<file path="src/iocr_consts.svh">
// Offsets, field positions and reset values for the pin and interrupt
// configuration registers. Included by the top-level register block only.
`ifndef IOCR_CONSTS_SVH
`define IOCR_CONSTS_SVH
`define IOCR_ADDR_PIN_MODE   5'h11
`define IOCR_ADDR_IRQ_EN     5'h12
`define IOCR_RST_PIN_MODE    8'h00
`define IOCR_RST_IRQ_EN      8'h00
`define IOCR_BIT_CAN         7
`define IOCR_BIT_HOST_REQ    6
`define IOCR_BIT_LIN2        5
`define IOCR_BIT_LIN1        4
`define IOCR_BIT_PINS        3
`define IOCR_BIT_SAFETY      2
`define IOCR_BIT_UNUSED      1
`define IOCR_BIT_VMON        0
`define IOCR_IRQ_EN_MASK     8'hfd
`endif

</file>
<file path="src/iocr_pkg.sv">
// Types shared by the configuration register block.
// Assumes the consts header is compiled alongside.
package iocr_pkg;
    typedef enum logic [1:0] {
        IOCR_MODE_OFF  = 2'b00,
        IOCR_MODE_WAKE = 2'b01,
        IOCR_MODE_DRV2 = 2'b10,
        IOCR_MODE_DRV3 = 2'b11
    } iocr_mode_e;
    typedef struct packed {
        logic high_side;
        logic low_side;
        logic wake_arm;
    } iocr_pin_ctl_s;
    typedef struct packed {
        logic can_fault;
        logic lin2_fault;
        logic lin1_fault;
        logic pin_fault;
        logic safety;
        logic vmon;
    } iocr_events_s;
endpackage : iocr_pkg

</file>
<file path="src/iocr_pin_decode.sv">
// Decodes one pin's 2-bit mode field into driver and wake-up controls.
// Assumes the field comes straight from the configuration register.
`timescale 1ns/1ps
`default_nettype none
module iocr_pin_decode #(
    parameter bit HAS_LOW_SIDE = 1'b1
) (
    input  wire logic [1:0]              mode,
    output iocr_pkg::iocr_pin_ctl_s      ctl
);
    always_comb begin
        ctl = '0;
        unique case (iocr_pkg::iocr_mode_e'(mode))
            iocr_pkg::IOCR_MODE_OFF: begin
                ctl = '0;
            end
            iocr_pkg::IOCR_MODE_WAKE: begin
                ctl.wake_arm = 1'b1;
            end
            iocr_pkg::IOCR_MODE_DRV2: begin
                // Pins without a low-side switch fall back to high side
                ctl.low_side  = HAS_LOW_SIDE;
                ctl.high_side = !HAS_LOW_SIDE;
            end
            iocr_pkg::IOCR_MODE_DRV3: begin
                ctl.high_side = 1'b1;
            end
        endcase
    end
endmodule : iocr_pin_decode
`default_nettype wire

</file>
<file path="src/iocr_req_pulse.sv">
// Turns a level request into a single one-cycle pulse on its rising edge.
// Assumes the level is synchronous to clock.
`timescale 1ns/1ps
`default_nettype none
module iocr_req_pulse (
    input  wire logic clock,
    input  wire logic rst,
    input  wire logic level,
    output logic      pulse
);
    logic seen;
    always_ff @(posedge clock or posedge rst) begin
        if (rst) begin
            seen <= 1'b0;
        end else begin
            seen <= level;
        end
    end
    // One interrupt per request, not a standing one
    assign pulse = level && !seen;
endmodule : iocr_req_pulse
`default_nettype wire

</file>
<file path="src/iocr_top.sv">
// Pin mode and interrupt enable registers loaded by decoded serial writes.
// Assumes a frame decoder hands over address, data and a one-cycle strobe.
`timescale 1ns/1ps
`default_nettype none
`include "iocr_consts.svh"
module iocr_top (
    input  wire logic                 clock,
    input  wire logic                 rst,
    input  wire logic                 wr_strobe,
    input  wire logic [4:0]           wr_addr,
    input  wire logic [7:0]           wr_data,
    input  wire iocr_pkg::iocr_events_s events,
    output logic [7:0]                pin_mode_config,
    output logic [7:0]                interrupt_source_enable,
    output logic [3:0]                high_side,
    output logic [3:0]                low_side,
    output logic [3:0]                wake_arm,
    output logic                      irq
);
    logic                    host_level;
    logic                    host_pulse;
    logic                    next_irq;
    iocr_pkg::iocr_pin_ctl_s ctl [4];

    always_ff @(posedge clock or posedge rst) begin
        if (rst) begin
            pin_mode_config <= `IOCR_RST_PIN_MODE;
        end else if (wr_strobe && wr_addr == `IOCR_ADDR_PIN_MODE) begin
            pin_mode_config <= wr_data;
        end
    end

    always_ff @(posedge clock or posedge rst) begin
        if (rst) begin
            interrupt_source_enable <= `IOCR_RST_IRQ_EN;
        end else if (wr_strobe && wr_addr == `IOCR_ADDR_IRQ_EN) begin
            // Unused bit forced low
            interrupt_source_enable <= wr_data & `IOCR_IRQ_EN_MASK;
        end
    end

    // Pins 3 and 2 only have a high-side switch
    genvar i;
    generate
        for (i = 0; i < 4; i++) begin : g_pin
            iocr_pin_decode #(
                .HAS_LOW_SIDE (i < 2)
            ) u_dec (
                .mode (pin_mode_config[2*i+1 -: 2]),
                .ctl  (ctl[i])
            );
            assign high_side[i] = ctl[i].high_side;
            assign low_side[i]  = ctl[i].low_side;
            assign wake_arm[i]  = ctl[i].wake_arm;
        end
    endgenerate

    assign host_level = interrupt_source_enable[`IOCR_BIT_HOST_REQ]
                     && interrupt_source_enable[`IOCR_BIT_SAFETY];

    iocr_req_pulse u_req (
        .clock (clock),
        .rst   (rst),
        .level (host_level),
        .pulse (host_pulse)
    );

    always_comb begin
        next_irq = host_pulse
            || (events.can_fault
                && interrupt_source_enable[`IOCR_BIT_CAN])
            || (events.lin2_fault
                && interrupt_source_enable[`IOCR_BIT_LIN2])
            || (events.lin1_fault
                && interrupt_source_enable[`IOCR_BIT_LIN1])
            || (events.pin_fault
                && interrupt_source_enable[`IOCR_BIT_PINS])
            || (events.safety
                && interrupt_source_enable[`IOCR_BIT_SAFETY])
            || (events.vmon
                && interrupt_source_enable[`IOCR_BIT_VMON]);
    end

    // Registered so the output never glitches on event edges
    always_ff @(posedge clock or posedge rst) begin
        if (rst) begin
            irq <= 1'b0;
        end else begin
            irq <= next_irq;
        end
    end
endmodule : iocr_top
`default_nettype wire

</file>
<file path="config.mk">
export PLATFORM = sky130hd
export DESIGN_NAME = iocr_top
export DESIGN_NICKNAME = d
export VERILOG_FILES = /design/src/iocr_pkg.sv /design/src/iocr_pin_decode.sv /design/src/iocr_req_pulse.sv /design/src/iocr_top.sv
export VERILOG_INCLUDE_DIRS = /design/src
export SDC_FILE = /design/constraint.sdc
export NUM_CORES = 1
export LEC_CHECK = 0
export BUFFER_PORTS_ARGS = -buffer_cell sky130_fd_sc_hd__buf_2
export CORE_ASPECT_RATIO = 1.5
export CORE_MARGIN = 4
export CORE_UTILIZATION = 37
export CTS_BUF_LIST = sky130_fd_sc_hd__clkbuf_4 sky130_fd_sc_hd__clkbuf_8
export CTS_CLUSTER_DIAMETER = 60
export DETAILED_ROUTE_END_ITERATION = 6
export MAX_ROUTING_LAYER = met4
export PLACE_DENSITY = 0.73
export SLEW_MARGIN = 40
export SYNTH_ARGS = -nofsm -noshare
export SYNTH_HDL_FRONTEND = slang
export SYNTH_SLANG_ARGS = --single-unit
</file>
<file path="constraint.sdc">
create_clock -name clock -period 1.84 [get_ports clock]
set_input_delay 0.46 -clock clock [delete_from_list [all_inputs] [get_ports clock]]
set_output_delay 0.46 -clock clock [all_outputs]
set_load 0.01 [all_outputs]
</file>
==> results of run 1 <==
==> layer usage <==
layer / track usage, % / vias to the layer above / share of wire, %
li1: - / 281 / -
met1: 12.4 / 291 / 35
met2: 20.0 / 33 / 51
met3: 1.69 / 4 / 12
met4: 7.69 / 0 / 2.0
met5: - / - / 0
==> through the flow <==
step | hold slack [ns] | cell area [sq um] | worst slack (ns) | power (mW)
after floorplan | 0.386 | 782 | 0.503 | 0.677
after global placement | 0.498 | 1010 | 0.362 | 0.816
after detailed placement | 0.504 | 1010 | 0.333 | 0.825
after CTS | 0.240 | 1040 | 0.364 | 1.02
after global routing | 0.283 | 1040 | 0.320 | 1.07
final | 0.216 | 1040 | 0.378 | 1.01
==> layout make-up <==
type	instances	area [sq um]	share of cell area, %
inverters	1	3.75	0.360
clock inverters	1	5.00	0.480
multi-input cells	35	323	31.0
flip-flops and latches	17	425	40.8
clock buffers	3	22.5	2.16
well taps	22	27.5	2.64
repair buffers	47	235	22.6
==> path summary, 6_finish.rpt <==
| path | startpoint | to | slack [ns] | depth (start not counted) |
|---|---|---|---|---|
| hold reg to reg | interrupt_source_enable[6] | u_req.seen | 0.52 | 1 |
| setup / recovery | pin_mode_config[1] | high_side[0] | 0.38 | 2 |
| min in group clock | wr_data[1] | pin_mode_config[1] | 0.39 | 2 |
| hold / removal | rst | pin_mode_config[1] | 0.22 | 2 |
| setup reg to reg | interrupt_source_enable[0] | irq | 0.86 | 2 |
| max in group asynchronous | rst | pin_mode_config[3] | 1.22 | 2 |
==> power groups by stage <==
| stage | Clock, mW | Sequential (mW) | Combinational, mW |
|---|---|---|---|
| 2_1_floorplan | 0 | 0.539 | 0.138 |
| 3_3_place_gp | 0 | 0.508 | 0.308 |
| 3_5_place_dp | 0 | 0.513 | 0.312 |
| 4_1_cts | 0.203 | 0.505 | 0.313 |
| 5_1_grt | 0.214 | 0.518 | 0.337 |
| 6_report | 0.197 | 0.503 | 0.307 |
==> sequential cells by signal (all words and copies together), names as in the netlist <==
signal,flops
pin_mode_config,8
irq,1
interrupt_source_enable,7
u_req.seen,1
==> cells by family after synthesis <==
kind of cell,Yosys count,synth area share [%]
compound gates,3,2.91
buf+inv,6,4.36
flops,17,54.9
mux,15,21.8
other cells,1,0.484
simple gates,14,15.5
==> synthesized netlist by cell type, drive strengths merged <==
library cell	instances
and4bb	1
mux2	15
a22oi	1
nand3	1
dfrtp	17
and2	3
nor2b	7
a222oi	1
buf	3
conb	1
nand3b	2
o21ai	1
inv	1
clkbuf	2
==> worst max-delay path, delay by kind of cell (launching register included) <==
family        cells  cell delay [ns]
flops             1             0.42
simple gates      1             0.16
buf+inv           1             0.13
==> impl_results.html, run 1 <==
<table>
<tr><th>Metric</th><th>Value</th></tr>
<tr><th colspan="2">Clock tree</th></tr>
<tr><td>CTS tree</td><td>yes</td></tr>
<tr><td>Post-CTS Hold Fix Bufs</td><td>0</td></tr>
<tr><td>Post-CTS clock slew at the launch and capture registers of the worst setup and hold paths</td><td>0.10 ns</td></tr>
<tr><td>Clock Sinks</td><td>17</td></tr>
<tr><td>Clock buffer depth</td><td>2</td></tr>
<tr><td>Number of setup buffers added after CTS</td><td>0</td></tr>
<tr><td>Maximum level of the CTS H-tree</td><td>1</td></tr>
<tr><td>Number of buffers created by CTS</td><td>3</td></tr>
<tr><td>Clock tree root driver cell</td><td>sky130_fd_sc_hd__clkbuf_4</td></tr>
<tr><td>Number of gates resized after CTS</td><td>0</td></tr>
<tr><td>Clock insertion delay at the later pin of the skew report</td><td>0.29 ns</td></tr>
<tr><th colspan="2">Floorplanning</th></tr>
<tr><td>Overall die height</td><td>64.0 um</td></tr>
<tr><td>Die Outline Area</td><td>2900 sq um</td></tr>
<tr><td>Width of the die</td><td>45.4 um</td></tr>
<tr><td>Number of top-level design ports</td><td>51</td></tr>
<tr><td>Number of cell rows</td><td>20</td></tr>
<tr><td>Core area</td><td>2000 sq um</td></tr>
<tr><td>Starting utilization of the core area</td><td>38.7%</td></tr>
<tr><th colspan="2">Power</th></tr>
<tr><td>P_leak</td><td>0.612 nW</td></tr>
<tr><td>Cell-internal power</td><td>0.691 mW</td></tr>
<tr><td>Maximum resistive drop on vdd</td><td>580 uV</td></tr>
<tr><td>Switching part of the total power</td><td>31.4%</td></tr>
<tr><td>Clk network pwr share</td><td>19.6%</td></tr>
<tr><td>Switching power total</td><td>0.316 mW</td></tr>
<tr><td>Cell area power density</td><td>966 nW/um^2</td></tr>
<tr><td>Share of total power in sequential cells</td><td>50.0%</td></tr>
<tr><td>Proportion of power drawn by combinational gates</td><td>30.5%</td></tr>
<tr><th colspan="2">Routing</th></tr>
<tr><td>Via count</td><td>609</td></tr>
<tr><td>DRC violation total after the first TritonRoute iteration</td><td>7</td></tr>
<tr><td>Number of remaining DRC errors</td><td>0</td></tr>
<tr><td>Post-detailed-routing wire length</td><td>1.58 mm</td></tr>
<tr><td>Drt pass-1 iters</td><td>4</td></tr>
<tr><td>Antenna-violating nets left</td><td>0</td></tr>
<tr><td>Detailed-route vias per instance</td><td>4.83</td></tr>
<tr><td>Detailed-route wire length per cell</td><td>12.5 um</td></tr>
<tr><th colspan="2">Worst setup path</th></tr>
<tr><td>WP data required</td><td>1.38 ns</td></tr>
<tr><td>Critical path endpoint category</td><td>primary output</td></tr>
<tr><td>WS Path Type</td><td>flip-flop to primary output</td></tr>
<tr><td>Crit path DAT</td><td>1.00 ns</td></tr>
<tr><td>Slowest Stage Delay on Critical Path</td><td>0.42 ns</td></tr>
<tr><td>Worst-path cell with the longest stage delay</td><td>sky130_fd_sc_hd__dfrtp_1</td></tr>
<tr><td>Critical path launch point type</td><td>flip-flop</td></tr>
<tr><td>Cells along the critical path</td><td>and2_1, buf_2</td></tr>
<tr><td>Critical path fanouts, max</td><td>5</td></tr>
<tr><th colspan="2">Finish</th></tr>
<tr><td>Final cell utilization of the core</td><td>52.1%</td></tr>
<tr><td>Number of standard cells in the final layout excluding fillers</td><td>126</td></tr>
<tr><td>Signed area change from the synthesized netlist to the final layout</td><td>34.6%</td></tr>
<tr><td>Commonest non-fill, non-tap cell in the layout</td><td>sky130_fd_sc_hd__buf_2</td></tr>
<tr><td>Most frequent cells in the layout</td><td>47 x sky130_fd_sc_hd__buf_2, 17 x sky130_fd_sc_hd__dfrtp_1, 15 x sky130_fd_sc_hd__mux2_2</td></tr>
<tr><td>Diode insertion count for antenna repair</td><td>0</td></tr>
<tr><td>Number of fill cells</td><td>206</td></tr>
<tr><td>Fraction of layout cells with a size suffix above 1</td><td>66.3%</td></tr>
<tr><td>Final Net Count</td><td>127</td></tr>
<tr><th colspan="2">Synthesis</th></tr>
<tr><td>Post-synthesis cell type with the largest combined area</td><td>sky130_fd_sc_hd__dfrtp_1</td></tr>
<tr><td>Sequential fraction of the synthesis area</td><td>54.9%</td></tr>
<tr><td>Total standard cell area after synthesis</td><td>774 sq um</td></tr>
<tr><td>Count of warnings emitted by yosys</td><td>0</td></tr>
<tr><td>Syn avg cell area</td><td>13.8 sq um</td></tr>
<tr><td>Share of the synthesized area in the top cell type</td><td>54.9%</td></tr>
<tr><td>Number of instances in the synthesized netlist</td><td>56</td></tr>
<tr><td>Post-synth cell types</td><td>14</td></tr>
<tr><td>Yosys reg bits</td><td>17</td></tr>
<tr><td>Largest cells by area after synthesis</td><td>sky130_fd_sc_hd__dfrtp_1 55%, sky130_fd_sc_hd__mux2_2 22%, sky130_fd_sc_hd__nor2b_1 5.7%</td></tr>
<tr><th colspan="2">Status</th></tr>
<tr><td>Run status</td><td>completed</td></tr>
<tr><th colspan="2">Global route</th></tr>
<tr><td>Grt total ovfl</td><td>0</td></tr>
<tr><td>Global Route Usage Sum</td><td>11.9%</td></tr>
<tr><td>Pin count of the biggest net entering global routing</td><td>18</td></tr>
<tr><td>Wire length of the first global-routing pass</td><td>2.49 mm</td></tr>
<tr><td>Via count of the first global-routing pass</td><td>604</td></tr>
<tr><td>Antenna violations before repair</td><td>0</td></tr>
<tr><th colspan="2">Job</th></tr>
<tr><td>MaxCap Viol Count</td><td>0</td></tr>
<tr><th colspan="2">Timing</th></tr>
<tr><td>Max-slew headroom</td><td>59.5%</td></tr>
<tr><td>Transition time at the pin with the least slew margin</td><td>0.607 ns</td></tr>
<tr><td>Slew Limit Fails</td><td>0</td></tr>
<tr><td>Clock skew</td><td>0.00797 ns</td></tr>
<tr><td>Final worst path period share</td><td>79.5%</td></tr>
<tr><td>Endpoints failing hold</td><td>0</td></tr>
<tr><td>Final setup violating endpoints</td><td>0</td></tr>
<tr><td>Highest clock frequency the design can meet</td><td>684 MHz</td></tr>
<tr><td>RSZ-0062 raised after global routing</td><td>false</td></tr>
<tr><td>Summed negative setup slack over all endpoints</td><td>0 ns</td></tr>
<tr><td>Time the final worst path needs with I/O delays and setup</td><td>1.46 ns</td></tr>
<tr><th colspan="2">Placement</th></tr>
<tr><td>GPL Wtd Cong</td><td>0.649</td></tr>
<tr><td>Placed Cells</td><td>122</td></tr>
<tr><td>Port-buffer cells</td><td>47</td></tr>
<tr><th colspan="2">Hold path</th></tr>
<tr><td>Class of the tightest hold or removal check</td><td>input port to asynchronous set/reset pin</td></tr>
</table>
No activity file was read; power rests on OpenSTA's default activity.
==> inputs of run 2 (changes only) <==
--- a/config.mk
+++ b/config.mk
@@ -14,7 +14,7 @@
 export CTS_CLUSTER_DIAMETER = 60
 export DETAILED_ROUTE_END_ITERATION = 6
 export MAX_ROUTING_LAYER = met4
-export PLACE_DENSITY = 0.73
+export PLACE_DENSITY = 0.76
 export SLEW_MARGIN = 40
 export SYNTH_ARGS = -nofsm -noshare
 export SYNTH_HDL_FRONTEND = slang
==> constraint.sdc (replaced) <==
create_clock -name clock -period 1.2 [get_ports clock]
set_input_delay 0.3 -clock clock [delete_from_list [all_inputs] [get_ports clock]]
set_output_delay 0.3 -clock clock [all_outputs]
set_load 0.01 [all_outputs]
==> run 2 against run 1 <==
  * The run now ends with negative setup slack left
  * Utilization grew 0.50 points
  * Final cell count increased by 0.79%
  * Register-to-register slack worse by 0.66 ns
  * Sequential power increased by 54%
  * Clock power increased by 54%
  * Count of clock-buffer cells in the layout is 1 higher
  * Highest routed layer unchanged
==> impl_results.html, run 2 (synthesis results as in run 1) <==
<table>
<tr><th>Metric</th><th>Value</th></tr>
<tr><th colspan="2">Clock tree</th></tr>
<tr><td>Clock insertion delay at the later pin of the skew report</td><td>0.27 ns</td></tr>
<tr><td>Clock tree root driver cell</td><td>sky130_fd_sc_hd__clkbuf_4</td></tr>
<tr><td>Number of gates resized after CTS</td><td>0</td></tr>
<tr><td>Clock Sinks</td><td>17</td></tr>
<tr><td>CTS tree</td><td>yes</td></tr>
<tr><td>Clock buffer depth</td><td>2</td></tr>
<tr><td>Post-CTS clock slew at the launch and capture registers of the worst setup and hold paths</td><td>0.08 ns</td></tr>
<tr><td>Number of setup buffers added after CTS</td><td>0</td></tr>
<tr><td>Post-CTS Hold Fix Bufs</td><td>0</td></tr>
<tr><td>Maximum level of the CTS H-tree</td><td>1</td></tr>
<tr><td>Number of buffers created by CTS</td><td>3</td></tr>
<tr><th colspan="2">Finish</th></tr>
<tr><td>Final design area excluding fillers</td><td>1050 sq um</td></tr>
<tr><td>Number of standard cells in the final layout excluding fillers</td><td>127</td></tr>
<tr><td>Number of fill cells</td><td>195</td></tr>
<tr><td>Final cell utilization of the core</td><td>52.6%</td></tr>
<tr><td>Most frequent cells in the layout</td><td>47 x sky130_fd_sc_hd__buf_2, 17 x sky130_fd_sc_hd__dfrtp_1, 15 x sky130_fd_sc_hd__mux2_2</td></tr>
<tr><td>Diode insertion count for antenna repair</td><td>0</td></tr>
<tr><td>Flip-flop count of the largest register after layout</td><td>8</td></tr>
<tr><td>Largest regs</td><td>pin_mode_config x8, interrupt_source_enable x7</td></tr>
<tr><td>Register with the most flip-flops</td><td>pin_mode_config</td></tr>
<tr><td>Commonest non-fill, non-tap cell in the layout</td><td>sky130_fd_sc_hd__buf_2</td></tr>
<tr><td>Fraction of layout cells with a size suffix above 1</td><td>66.7%</td></tr>
<tr><td>Signed area change from the synthesized netlist to the final layout</td><td>35.9%</td></tr>
<tr><td>Final Net Count</td><td>128</td></tr>
<tr><th colspan="2">Timing</th></tr>
<tr><td>Endpoints failing hold</td><td>0</td></tr>
<tr><td>Final setup violating endpoints</td><td>8</td></tr>
<tr><td>Summed negative setup slack over all endpoints</td><td>-0.453 ns</td></tr>
<tr><td>Time the final worst path needs with I/O delays and setup</td><td>1.28 ns</td></tr>
<tr><td>Tightest hold margin</td><td>0.0224 ns</td></tr>
<tr><td>Slew Limit Fails</td><td>0</td></tr>
<tr><td>Final worst slack</td><td>-0.0826 ns</td></tr>
<tr><td>Highest clock frequency the design can meet</td><td>780 MHz</td></tr>
<tr><td>RSZ-0062 raised after global routing</td><td>true</td></tr>
<tr><td>Final worst path period share</td><td>107%</td></tr>
<tr><td>Clock skew</td><td>0.000371 ns</td></tr>
<tr><th colspan="2">Routing</th></tr>
<tr><td>Antenna-violating nets left</td><td>0</td></tr>
<tr><td>Drt pass-1 iters</td><td>4</td></tr>
<tr><td>Detailed-route wire length per cell</td><td>12.5 um</td></tr>
<tr><td>Post-detailed-routing wire length</td><td>1.59 mm</td></tr>
<tr><td>Detailed-route vias per instance</td><td>4.79</td></tr>
<tr><td>Number of remaining DRC errors</td><td>0</td></tr>
<tr><td>DRC violation total after the first TritonRoute iteration</td><td>4</td></tr>
<tr><td>Via count</td><td>608</td></tr>
<tr><th colspan="2">Worst setup path</th></tr>
<tr><td>Crit path DAT</td><td>0.98 ns</td></tr>
<tr><td>WS Path Type</td><td>flip-flop to primary output</td></tr>
<tr><td>Worst-path cell with the longest stage delay</td><td>sky130_fd_sc_hd__dfrtp_1</td></tr>
<tr><td>WP data required</td><td>0.90 ns</td></tr>
<tr><td>Critical path buffer and inverter count</td><td>1</td></tr>
<tr><td>Critical path fanouts, max</td><td>5</td></tr>
<tr><td>Cells along the critical path</td><td>and2_1, buf_2</td></tr>
<tr><td>Critical path launch point type</td><td>flip-flop</td></tr>
<tr><td>Slowest Stage Delay on Critical Path</td><td>0.41 ns</td></tr>
<tr><td>Critical path's top delay family</td><td>flip-flops</td></tr>
<tr><td>Critical path endpoint category</td><td>primary output</td></tr>
<tr><th colspan="2">Placement</th></tr>
<tr><td>Worst setup slack before clock tree synthesis</td><td>-0.159 ns</td></tr>
<tr><td>HPWL Detailed</td><td>1.38 mm</td></tr>
<tr><td>Placed cell area</td><td>1020 sq um</td></tr>
<tr><td>Placed Cells</td><td>123</td></tr>
<tr><td>Port-buffer cells</td><td>47</td></tr>
<tr><td>GPL Wtd Cong</td><td>0.703</td></tr>
<tr><th colspan="2">Global route</th></tr>
<tr><td>Via count of the first global-routing pass</td><td>594</td></tr>
<tr><td>Fraction of met2 tracks used by global routing</td><td>20.9%</td></tr>
<tr><td>Global Route Usage Sum</td><td>12.3%</td></tr>
<tr><td>Grt total ovfl</td><td>0</td></tr>
<tr><td>Wire length of the first global-routing pass</td><td>2.61 mm</td></tr>
<tr><td>Antenna violations before repair</td><td>0</td></tr>
<tr><td>Global route hottest layer</td><td>met2</td></tr>
<tr><td>Met1 Resource Use GR</td><td>13.2%</td></tr>
<tr><td>M3 GR Usage</td><td>2.25%</td></tr>
<tr><td>Pin count of the biggest net entering global routing</td><td>18</td></tr>
<tr><th colspan="2">Power</th></tr>
<tr><td>Proportion of power drawn by combinational gates</td><td>30.6%</td></tr>
<tr><td>Cell-internal power</td><td>1.09 mW</td></tr>
<tr><td>Switching power total</td><td>0.462 mW</td></tr>
<tr><td>Cell area power density</td><td>1470 nW/um^2</td></tr>
<tr><td>Clk network pwr share</td><td>19.6%</td></tr>
<tr><td>Maximum resistive drop on vdd</td><td>970 uV</td></tr>
<tr><td>P_leak</td><td>0.618 nW</td></tr>
<tr><td>Share of total power in sequential cells</td><td>49.8%</td></tr>
<tr><td>Switching part of the total power</td><td>29.8%</td></tr>
<tr><td>Overall power of the completed layout</td><td>1.55 mW</td></tr>
<tr><th colspan="2">Job</th></tr>
<tr><td>MaxCap Viol Count</td><td>0</td></tr>
<tr><th colspan="2">Floorplanning</th></tr>
<tr><td>Starting utilization of the core area</td><td>38.7%</td></tr>
<tr><td>Width of the die</td><td>45.4 um</td></tr>
<tr><td>Die Outline Area</td><td>2900 sq um</td></tr>
<tr><td>Number of top-level design ports</td><td>51</td></tr>
<tr><td>Core area</td><td>2000 sq um</td></tr>
<tr><td>Overall die height</td><td>64.0 um</td></tr>
<tr><td>Number of cell rows</td><td>20</td></tr>
<tr><th colspan="2">Status</th></tr>
<tr><td>Run status</td><td>finished with violations</td></tr>
<tr><td>Violations in the final reports</td><td>negative setup slack</td></tr>
<tr><th colspan="2">Hold path</th></tr>
<tr><td>Class of the tightest hold or removal check</td><td>input port to asynchronous set/reset pin</td></tr>
</table>
-- run 2: changes by cell type in the layout (fill, tap and decap cells not counted) --
cell                       change
sky130_fd_sc_hd__buf_4         +1
sky130_fd_sc_hd__clkinv_2      -1
sky130_fd_sc_hd__clkbuf_4      +1
-- run 2: repair_timing --
action,in CTS,in global routing
endpoints found under the setup margin,8,8
gates cloned,0,0
pin swaps,1,1
-- run 2: final timing paths --
check                                                start                         end  slack [ns]  depth (start not counted)
worst max-delay path                    pin_mode_config[3]                high_side[1]       -0.08                          2
worst min-delay path                                   rst  interrupt_source_enable[3]        0.02                          3
worst max register to register  interrupt_source_enable[0]                         irq        0.20                          2
worst min register to register  interrupt_source_enable[6]                  u_req.seen        0.52                          1
max in group asynchronous                              rst          pin_mode_config[1]        1.00                          3
min in group clock                              wr_data[1]          pin_mode_config[1]        0.25                          2
-- run 2: per-layer routing --
layer	vias to the layer above	share of wire, %
met4	0	1.6
met3	4	9.3
met2	35	52
met1	283	37
li1	286	-
met5	-	0
-- run 2: worst reg2reg max path: cells and delay by family (launching register included) --
kind	cells	cell delay, ns
DFF	1	0.40
AOI/OAI and AO/OA	1	0.35
and+or+nand+nor	1	0.12
-- run 2: power by group through the flow --
stage	logic [mW]	registers, mW	clock network [mW]
finish	0.474	0.773	0.304
global route	0.520	0.796	0.330
CTS	0.485	0.776	0.318
detailed placement	0.483	0.787	0
global placement	0.475	0.781	0
floorplan	0.212	0.826	0
-- run 2: cell type report --
| type | count | area, sq um | share of cell area, % |
|---|---|---|---|
| Sequential cell | 17 | 425 | 40.4 |
| Multi-Input combinational cell | 35 | 323 | 30.7 |
| Tap cell | 22 | 27.5 | 2.62 |
| Clock buffer | 4 | 30.0 | 2.85 |
| Timing Repair Buffer | 48 | 243 | 23.1 |
| Inverter | 1 | 3.75 | 0.357 |
